===== src/rtl/ldorc_pkg.sv =====
// package for the regulator control register block
package ldorc_pkg;
  localparam logic [7:0] LDORC_ADDR_CONTROL = 8'hC9;
  localparam logic [7:0] LDORC_PAGE_CONTROL = 8'h00;
  localparam int         LDORC_BIT_OFF      = 7;
  localparam int         LDORC_BIT_MUST0    = 6;
  localparam int         LDORC_BIT_LEVEL    = 4;
  localparam int         LDORC_BIT_DROPOUT  = 0;
  localparam logic [7:0] LDORC_RESET_VALUE  = 8'h10;
  localparam logic       LDORC_RESET_OFF    = 1'b0;
  localparam logic       LDORC_RESET_LEVEL  = 1'b1;
  localparam int         LDORC_SYNC_STAGES  = 3;

  typedef struct packed {
    logic       wr;
    logic       rd;
    logic [7:0] addr;
    logic [7:0] page;
    logic [7:0] wdata;
  } ldorc_sfr_req_type;
endpackage : ldorc_pkg


===== src/rtl/ldorc_control.sv =====
// regulator control register, dropout indicator and dropout interrupt request
// Notes on behaviour
// - control register sits at address 0xC9 on page 0x00.
// - bit 7 is read/write regulator off; 1 turns regulator off.
// - regulator-off bit resets to 0 so regulator starts on.
// - bit 4 selects output level, 0 for 2.1V, 1 for 2.6V, resets 1.
// - bit 0 reads dropout indicator, 1 in or near dropout, resets 0.
// - only hardware clears dropout indicator; software writes cannot touch it.
// - dropout with interrupt enable set raises the interrupt request.
// - no pending flag; request follows the condition directly.
// - bit 6 reads 0; software must write 0 there.
// - bits 5 and 3:1 read 0 and ignore writes.
`timescale 1ns/1ps
module ldorc_control
  import ldorc_pkg::*;
(
  input  wire logic              clk_sys,
  input  wire logic              rst_n,
  input  wire ldorc_sfr_req_type sfr_req,
  input  wire logic              dropout_raw,
  input  wire logic              dropout_irq_enable,
  output logic [7:0]             sfr_rdata,
  output logic                   regulator_off,
  output logic                   output_level_select,
  output logic                   dropout_irq
);
  logic [LDORC_SYNC_STAGES-1:0] sync;
  logic                         dropout;
  logic                         next_dropout;
  logic                         next_irq;
  logic                         sel;
  logic                         wr_hit;
  logic                         rd_hit;
  logic [7:0]                   ctrl_image;
  logic [7:0]                   next_rdata;

  assign sel    = (sfr_req.addr == LDORC_ADDR_CONTROL) && (sfr_req.page == LDORC_PAGE_CONTROL);
  assign wr_hit = sel && sfr_req.wr;
  assign rd_hit = sel && sfr_req.rd;

  // three-stage sync, change taken once last two stages agree
  assign next_dropout = (sync[1] == sync[2]) ? sync[2] : dropout;
  // straight and of level and enable
  assign next_irq = next_dropout & dropout_irq_enable;

  // register image, one field per bit position
  for (genvar b = 0; b < 8; b++) begin : g_image
    if (b == LDORC_BIT_OFF) begin : g_off
      assign ctrl_image[b] = regulator_off;
    end else if (b == LDORC_BIT_LEVEL) begin : g_level
      assign ctrl_image[b] = output_level_select;
    end else if (b == LDORC_BIT_DROPOUT) begin : g_dropout
      assign ctrl_image[b] = dropout;
    end else begin : g_zero
      // must-be-zero and unused bits read zero
      assign ctrl_image[b] = 1'b0;
    end
  end

  // read data stands one cycle, zero when not addressed
  assign next_rdata = rd_hit ? ctrl_image : 8'h00;

  // three stages cost four cycles of latency but give the analog edge time to settle
  always_ff @(posedge clk_sys) begin
    if (!rst_n) begin
      sync <= '0;
    end else begin
      sync <= {sync[LDORC_SYNC_STAGES-2:0], dropout_raw};
    end
  end

  // indicator follows hardware only, no write path
  always_ff @(posedge clk_sys) begin
    if (!rst_n) begin
      dropout <= 1'b0;
    end else begin
      dropout <= next_dropout;
    end
  end

  // writable bits; other bits of wdata dropped
  always_ff @(posedge clk_sys) begin
    if (!rst_n) begin
      regulator_off       <= LDORC_RESET_OFF;
      output_level_select <= LDORC_RESET_LEVEL;
    end else if (sel && sfr_req.wr) begin
      regulator_off       <= sfr_req.wdata[LDORC_BIT_OFF];
      output_level_select <= sfr_req.wdata[LDORC_BIT_LEVEL];
    end
  end

  // request registered, no latch beyond one flop
  always_ff @(posedge clk_sys) begin
    if (!rst_n) begin
      dropout_irq <= 1'b0;
      sfr_rdata   <= 8'h00;
    end else begin
      dropout_irq <= next_irq;
      sfr_rdata   <= next_rdata;
    end
  end
endmodule : ldorc_control


===== config.mk =====
export PLATFORM = sky130hd
export DESIGN_NAME = ldorc_control
export DESIGN_NICKNAME = d
export VERILOG_FILES = /design/src/rtl/ldorc_pkg.sv /design/src/rtl/ldorc_control.sv
export SDC_FILE = /design/constraint.sdc
export NUM_CORES = 1
export LEC_CHECK = 0
export BUFFER_PORTS_ARGS = -buffer_cell sky130_fd_sc_hd__buf_2
export CORE_UTILIZATION = 30
export CTS_CLUSTER_SIZE = 16
export DETAILED_ROUTE_END_ITERATION = 10
export PLACE_DENSITY = 0.77
export SLEW_MARGIN = 10
export SYNTH_ARGS = -nofsm -noshare
export SYNTH_HDL_FRONTEND = slang
export SYNTH_SLANG_ARGS = --single-unit

===== constraint.sdc =====
create_clock -name clk_sys -period 2.3 [get_ports clk_sys]
set_input_delay 0.345 -clock clk_sys [delete_from_list [all_inputs] [get_ports clk_sys]]
set_output_delay 0.345 -clock clk_sys [all_outputs]
set_load 0.05 [all_outputs]

Word-level counts from Yosys, hierarchy flattened

Cells that the tools add are included.

Flip-flop bits (word level): 15
Latch bits: 0
RAM bits: 0
Memory bits (read-only): 0
Input port bits: 30
Output and inout bits: 11
Memories: 0

Add/sub/neg operators: 0
$mul: 0
Divide/modulo/power cells: 0
Magnitude comparators: 0
Equal/unequal tests: 2
Shifts and indexed selects: 0
Mux-type cells: 1
Bitwise gates (word level): 1
Reduce and logical (&&, ||, !) cells: 5

Operators by type and width:

| cell                                       | count |
|---|---|
| equality test 8 bit, second input constant | 1 |
| logical NOT 8 bit                          | 1 |
| logical AND 1 bit                          | 3 |
| AND reduction 2 bit                        | 1 |
| AND 1 bit                                  | 1 |
| equality test 1 bit                        | 1 |
| 2-to-1 mux 1 bit                           | 1 |

Logic depth before layout (Yosys ltp)

Gate-level depths: netlist of the first run.

Depth after elaboration: 4
Gate-level depth with buffers: 4
Mapped depth without buffers: 4

Least setup slack after synthesis of the first run

OpenSTA, ideal clock, no wires.

Kind: in2reg
Start point: input port sfr_req[12] in the netlist's numbering
End point: register sfr_rdata[4]
Library setup time: 0.061 ns
Arrival: 1.130 ns
Slack: 1.109 ns
Stages on the path: 4
Buffers on the path: 0
Cells stage by stage: nor4_2 > and4_1 > and3_1 > and2_1

Cells in the longest elaborated chain, start to end: 4

Ends and longest elaborated chain:

| item                                 | line                | source |
|---|---|---|
| from (decl)                          | ldorc_control.sv:19 | `input wire ldorc_sfr_req_type sfr_req,` |
| logical NOT 8 bit                    | ldorc_control.sv:37 | `assign sel = (sfr_req.addr == LDORC_ADDR_CONTROL) && (sfr_req.page == LDORC_PAGE_CONTROL);` |
| logical AND 1 bit                    | ldorc_control.sv:37 |  |
| logical AND 1 bit                    | ldorc_control.sv:39 | `assign rd_hit = sel && sfr_req.rd;` |
| AND reduction 2 bit (no source line) | n/a                 |  |
| to (signal assigned)                 | ldorc_control.sv:99 | `sfr_rdata <= next_rdata;` |
| to (decl)                            | ldorc_control.sv:22 | `output logic [7:0] sfr_rdata,` |

Every way passes these cells.
A chain may end at the register's enable or synchronous reset.

Worst setup path after layout of the first run

Start point: register output_level_select
End point: output port output_level_select

RTL lines:

| item                   | line                | source |
|---|---|---|
| from (decl)            | ldorc_control.sv:24 | `output logic output_level_select,` |
| from (signal assigned) | ldorc_control.sv:88 | `output_level_select <= sfr_req.wdata[LDORC_BIT_LEVEL];` |

No word-level cell between the ends.

==> metrics.cfg, run 1 <==
[global_route]
grt.overflow.total = 0
grt_pass1_vias = 310
grt_first_pass_wirelength_microns = 1210
grt_max_degree = 8
grtUsageTotal = 0.126
antenna_found_initial = 0

[synth]
synth_top_cell_area_share = 0.489
synth_seq_cells = 10
yosysUniqueCellTypes = 16
yosys_warnings = 0
synth_edf_count = 0
yosys-top-cells-count = dfxtp_1, and2_1, buf_4
postSynth.asyncResetShare = 0
post-synth-top-area-cell = dfxtp_1
netlist_area_sq_um = 409
syn_inst = 40
ys_seq_area_frac = 0.489
ys_top_cells_by_area = dfxtp_1, and2_1, buf_4
yosysMostFrequentCell = dfxtp_1
synth_ff_type = dfxtp_1
syn_area_per_cell_sq_um = 10.2

[routing]
post_drt_wl_per_cell_microns = 9.32
vias_per_cell = 4.33
drtIter0Drc = 2
wl_microns = 792
route.detailed.drc = 0
postRouteAntennaNets = 0
num_vias = 368
first_pass_iters = 2

[worst_setup_path]
crit_family = flip-flops
rr_endpoint = dropout_irq
cp_max_fo = 3
ff2ff_path_depth = 3
critPathMaxStageDelay_ps = 350
crit_start = output_level_select
r2r_setup_slack_ps = 1460
cp_slowest_cell = dfxtp_1
cp_num_buf_inv = 1
setup.worst_path.end = output_level_select
path_depth = 1
crit_required_ps = 1960
critical_path_class = reg -> out
r2r-start = sync[1]
worstSetupEndpointType = primary output
cp-start-kind = register
worstPathArrival_ps = 870
cp_cell_sequence = buf_2

[layout]
nFillCells = 120
fin_cells = 85
antenna_cells = 0
area_delta_synth_final_pct = 39.8
final_nets = 103
drive_above_1_share = 0.507
final_util = 0.482

[power]
vdd_drop_max_mv = 0.378
clock_power_share = 0.335
power.density_mw_per_mm2 = 580
p_leak_nw = 0.286
p_sw_frac = 0.237
p_total_w = 0.000332
p_comb_frac = 0.134
p_int_w = 0.000253
p_sw_w = 0.0000787
power.share.sequential = 0.531

[clocking]
clock-sinks = 10
cts_resized = 0
clk_latency_ps = 260
htreeDepth = 1
cts_setup_buffers = 0
max-clock-path-buffers = 2
cts_buffers = 3
cts_hold_buf = 0
path_clk_slew_ps = 60
tritoncts = built
clock-root-buffer = clkbuf_4

[floorplan]
chipHeight_microns = 38.9
start_util = 0.345
die_w_microns = 38.9
core.rowCount = 12
die_area_sq_mm = 0.00152
pin_count = 41
core-area_sq_mm = 0.00119

[sta]
fin_crit_ps = 1220
hold_ws_ps = 289
hold_viol = 0
fin_skew_ps = 1.63
maxSlewViolCount = 0
timing.final.crit_share = 0.528
fin_setup_tns_ps = 0
setup-violations-final = 0
grt_setup_unrepaired = no
max_freq_ghz = 0.823

[placement]
finalWeightedCongestion = 0.640
numPortBuffers = 29
dp_hpwl_microns = 645
place_inst = 82

[status]
status = finished, final reports clean

[hold_path]
hold_class = in -> reg

[run]
cap_violations = 0

-- cells in the final DEF (no fill, tap or decap), drive strengths merged --
| cell type | n |
|---|---|
| a21boi | 2 |
| a21oi | 1 |
| and2 | 7 |
| and3 | 1 |
| and4 | 1 |
| and4bb | 2 |
| buf | 29 |
| clkbuf | 3 |
| conb | 5 |
| dfxtp | 10 |
| inv | 1 |
| nand2 | 1 |
| nand3 | 1 |
| nand4 | 1 |
| nor3 | 1 |
| nor4 | 2 |
| o21ai | 3 |
-- area by class of cell --
class / instances / area, sq um / share of cell area
clock buffer: 3 / 22.5 / 0.0394
sequential: 10 / 200 / 0.350
inverter: 1 / 3.75 / 0.00656
tap: 14 / 17.5 / 0.0306
timing repair buffer: 29 / 145 / 0.254
multi-input combinational: 28 / 183 / 0.319
-- cells by family after synthesis --
family / count (synthesis) / synth area share
flops: 10 / 0.489
compound gates: 6 / 0.0856
simple gates: 17 / 0.315
other cells: 1 / 0.00917
buf+inv: 6 / 0.101
-- layer usage --
metal	wire length [microns]	up-vias	global-route usage
li1	-	195	-
met1	317	151	0.134
met2	379	22	0.188
met3	96	0	0.110
met4	0	0	0.0259
met5	0	-	0
-- worst min path at each step --
stage | start | end | slack, ps | cells past startpoint
after global routing | dropout_irq_enable | dropout_irq | 280 | 2
after global placement | sync[0] | sync[1] | 420 | 1
after floorplan | sync[0] | sync[1] | 410 | 1
after CTS | dropout_raw | sync[0] | 290 | 2
after detailed placement | sync[0] | sync[1] | 420 | 1
final | dropout_irq_enable | dropout_irq | 290 | 2
-- power groups by stage --
| stage | Sequential [W] | Combinational, W | Clock [W] |
|---|---|---|---|
| after floorplan | 0.000180 | 0.0000297 | 0 |
| after global placement | 0.000180 | 0.0000438 | 0 |
| after detailed placement | 0.000180 | 0.0000444 | 0 |
| after CTS | 0.000176 | 0.0000446 | 0.000115 |
| after global routing | 0.000176 | 0.0000482 | 0.000127 |
| final | 0.000176 | 0.0000444 | 0.000111 |
-- through the flow --
step | setup slack (ps) | area (sq um)
2_1_floorplan | 1110 | 424
4_1_cts | 1080 | 572
3_5_place_dp | 902 | 549
3_3_place_gp | 914 | 549
6_report | 1080 | 572
5_1_grt | 1030 | 572
-- sequential cells by signal, indices dropped and copies added, names as in the netlist --
signal,count
dropout,1
dropout_irq,1
output_level_select,1
regulator_off,1
sfr_rdata,3
sync,3
Power figures use the tool's default switching activity.
==> run 2, diff against run 1 <==
ABC_AREA = 1   (was default)
PLACE_DENSITY = 0.73   (was 0.77)
clock period = 1.23 ns   (was 2.3 ns; I/O delays follow)
==> run 2 against run 1 <==
Against the previous run:
- global-route usage decreased by 1.5 points
- utilization down 4.8 points
- flip-flop and latch count is the same
- via count is 39% higher
- largest cell class is now multi-input combinational cells
==> metrics.cfg, run 2 <==
[status]
status = finished, final reports clean

[floorplan]
chipHeight_microns = 42.7
die_area_sq_mm = 0.00182
core.rowCount = 14
pin_count = 41
start_util = 0.326
die_w_microns = 42.7
core-area_sq_mm = 0.00152

[sta]
setup-violations-final = 0
hold_viol = 0
timing.final.crit_share = 0.852
fin_crit_ps = 1050
hold_ws_ps = 110
fin_skew_ps = 1.93
max_freq_ghz = 0.954
maxSlewViolCount = 0
grt_setup_unrepaired = no
fin_setup_tns_ps = 0

[layout]
layout_commonest_cell = buf_2
antenna_cells = 0
multi_input_area_sq_um = 221
final_nets = 141
reg.largest.list = sfr_rdata: 3 flops, sync: 3 flops
drive_above_1_share = 0.312
regArea_sq_um = 200
area_delta_synth_final_pct = 33.2
nFillCells = 156
final_cell_mix = buf_2, nor2_1, nand2_1, inv_1, dfxtp_1

[synth]
yosys-top-cells-count = nor2_1, nand2_1, inv_1
ys_top_cells_by_area = dfxtp_1, nor2_1, nand2_1
ys_seq_area_frac = 0.403
synth_top_cell_area_share = 0.403
syn_inst = 78
synth_seq_cells = 10
syn_area_per_cell_sq_um = 6.37
synth_edf_count = 0
synth_ff_type = dfxtp_1
yosysUniqueCellTypes = 11
netlist_area_sq_um = 497
yosysMostFrequentCell = nor2_1
postSynth.asyncResetShare = 0
yosys_warnings = 0
post-synth-top-area-cell = dfxtp_1

[power]
vdd_drop_max_mv = 0.514
power.density_mw_per_mm2 = 970
p_leak_nw = 0.385

[routing]
postRouteAntennaNets = 0
wl_microns = 937
drtIter0Drc = 7
first_pass_iters = 4
vias_per_cell = 4.10
route.detailed.drc = 0
num_vias = 513
post_drt_wl_per_cell_microns = 7.50

[clocking]
cts_setup_buffers = 0
clk_latency_ps = 250
tritoncts = built
clock-sinks = 10
htreeDepth = 1
max-clock-path-buffers = 2
cts_buffers = 3
clock-root-buffer = clkbuf_4
cts_resized = 0
path_clk_slew_ps = 60
cts_hold_buf = 0

[worst_setup_path]
path_depth = 1
critPathMaxStageDelay_ps = 340
ff2ff_path_depth = 3
critical_path_class = reg -> out
cp_slowest_cell = dfxtp_1
worstSetupEndpointType = primary output
cp_cell_sequence = buf_2
cp_max_fo = 3
cp-start-kind = register
setup.worst_path.end = output_level_select
rr_endpoint = dropout_irq
r2r_setup_slack_ps = 420
worstPathArrival_ps = 860
crit_start = output_level_select
r2r-start = sync[1]
cp_num_buf_inv = 1
crit_family = flip-flops
crit_required_ps = 1050

[placement]
finalWeightedCongestion = 0.704
numPortBuffers = 29
dp_hpwl_microns = 817

[global_route]
antenna_found_initial = 0
grt_pass1_vias = 439
grtUsageTotal = 0.111
grt_max_degree = 8
grt.overflow.total = 0
grt_first_pass_wirelength_microns = 1570

[run]
cap_violations = 0

[hold_path]
hold_class = in -> reg

run 2: cell type report:
type	count	share of cell area
clock buffer	3	0.0340
multi-input combinational	53	0.335
timing repair buffer	29	0.219
tap	16	0.0302
sequential	10	0.302
inverter	14	0.0794
run 2: report_power, final:
group / total (W) / internal (W) / switching [W]
clock: 0.000206 / 0.000112 / 0.0000943
combinational: 0.000106 / 0.0000378 / 0.0000678
sequential: 0.000330 / 0.000328 / 0.00000188
total: 0.000642 / 0.000478 / 0.000164
run 2: how the worst min path moves through the flow:
stage                           start                   to  cells past startpoint
final                     dropout_raw              sync[0]                      3
after floorplan                 rst_n  output_level_select                      1
after detailed placement  dropout_raw              sync[0]                      3
after CTS                 dropout_raw              sync[0]                      3
after global placement    dropout_raw              sync[0]                      3
after global routing      dropout_raw              sync[0]                      3
run 2: metal layers:
layer	vias to the layer above	wire length, microns	GRT usage
met5	-	0	0
met1	211	394	0.138
li1	281	-	-
met2	21	466	0.185
met3	0	77	0.0426
met4	0	0	0.0188
run 2: worst min-delay path, cell delays in order:
cell,delay (ps)
buf_2,70
nand2_1,40
inv_1,40
run 2: logic make-up after synthesis:
| logic type | Yosys count | synth area share |
|---|---|---|
| and+or+nand+nor | 47 | 0.393 |
| other | 1 | 0.00755 |
| buffers and inverters | 19 | 0.181 |
| AOI/OAI and AO/OA | 1 | 0.0151 |
| DFF | 10 | 0.403 |
run 2: through the flow:
step | total power, W | instances | worst slack [ps] | instance area [sq um] | utilization
floorplan | 0.000408 | 82 | 273 | 512 | -
global route | 0.000677 | 125 | 147 | 662 | 0.434
CTS | 0.000646 | 125 | 177 | 662 | 0.434
finish | 0.000642 | 125 | 182 | 662 | 0.434
detailed placement | 0.000443 | 122 | 293 | 639 | 0.420
global placement | 0.000440 | 122 | 309 | 639 | 0.420
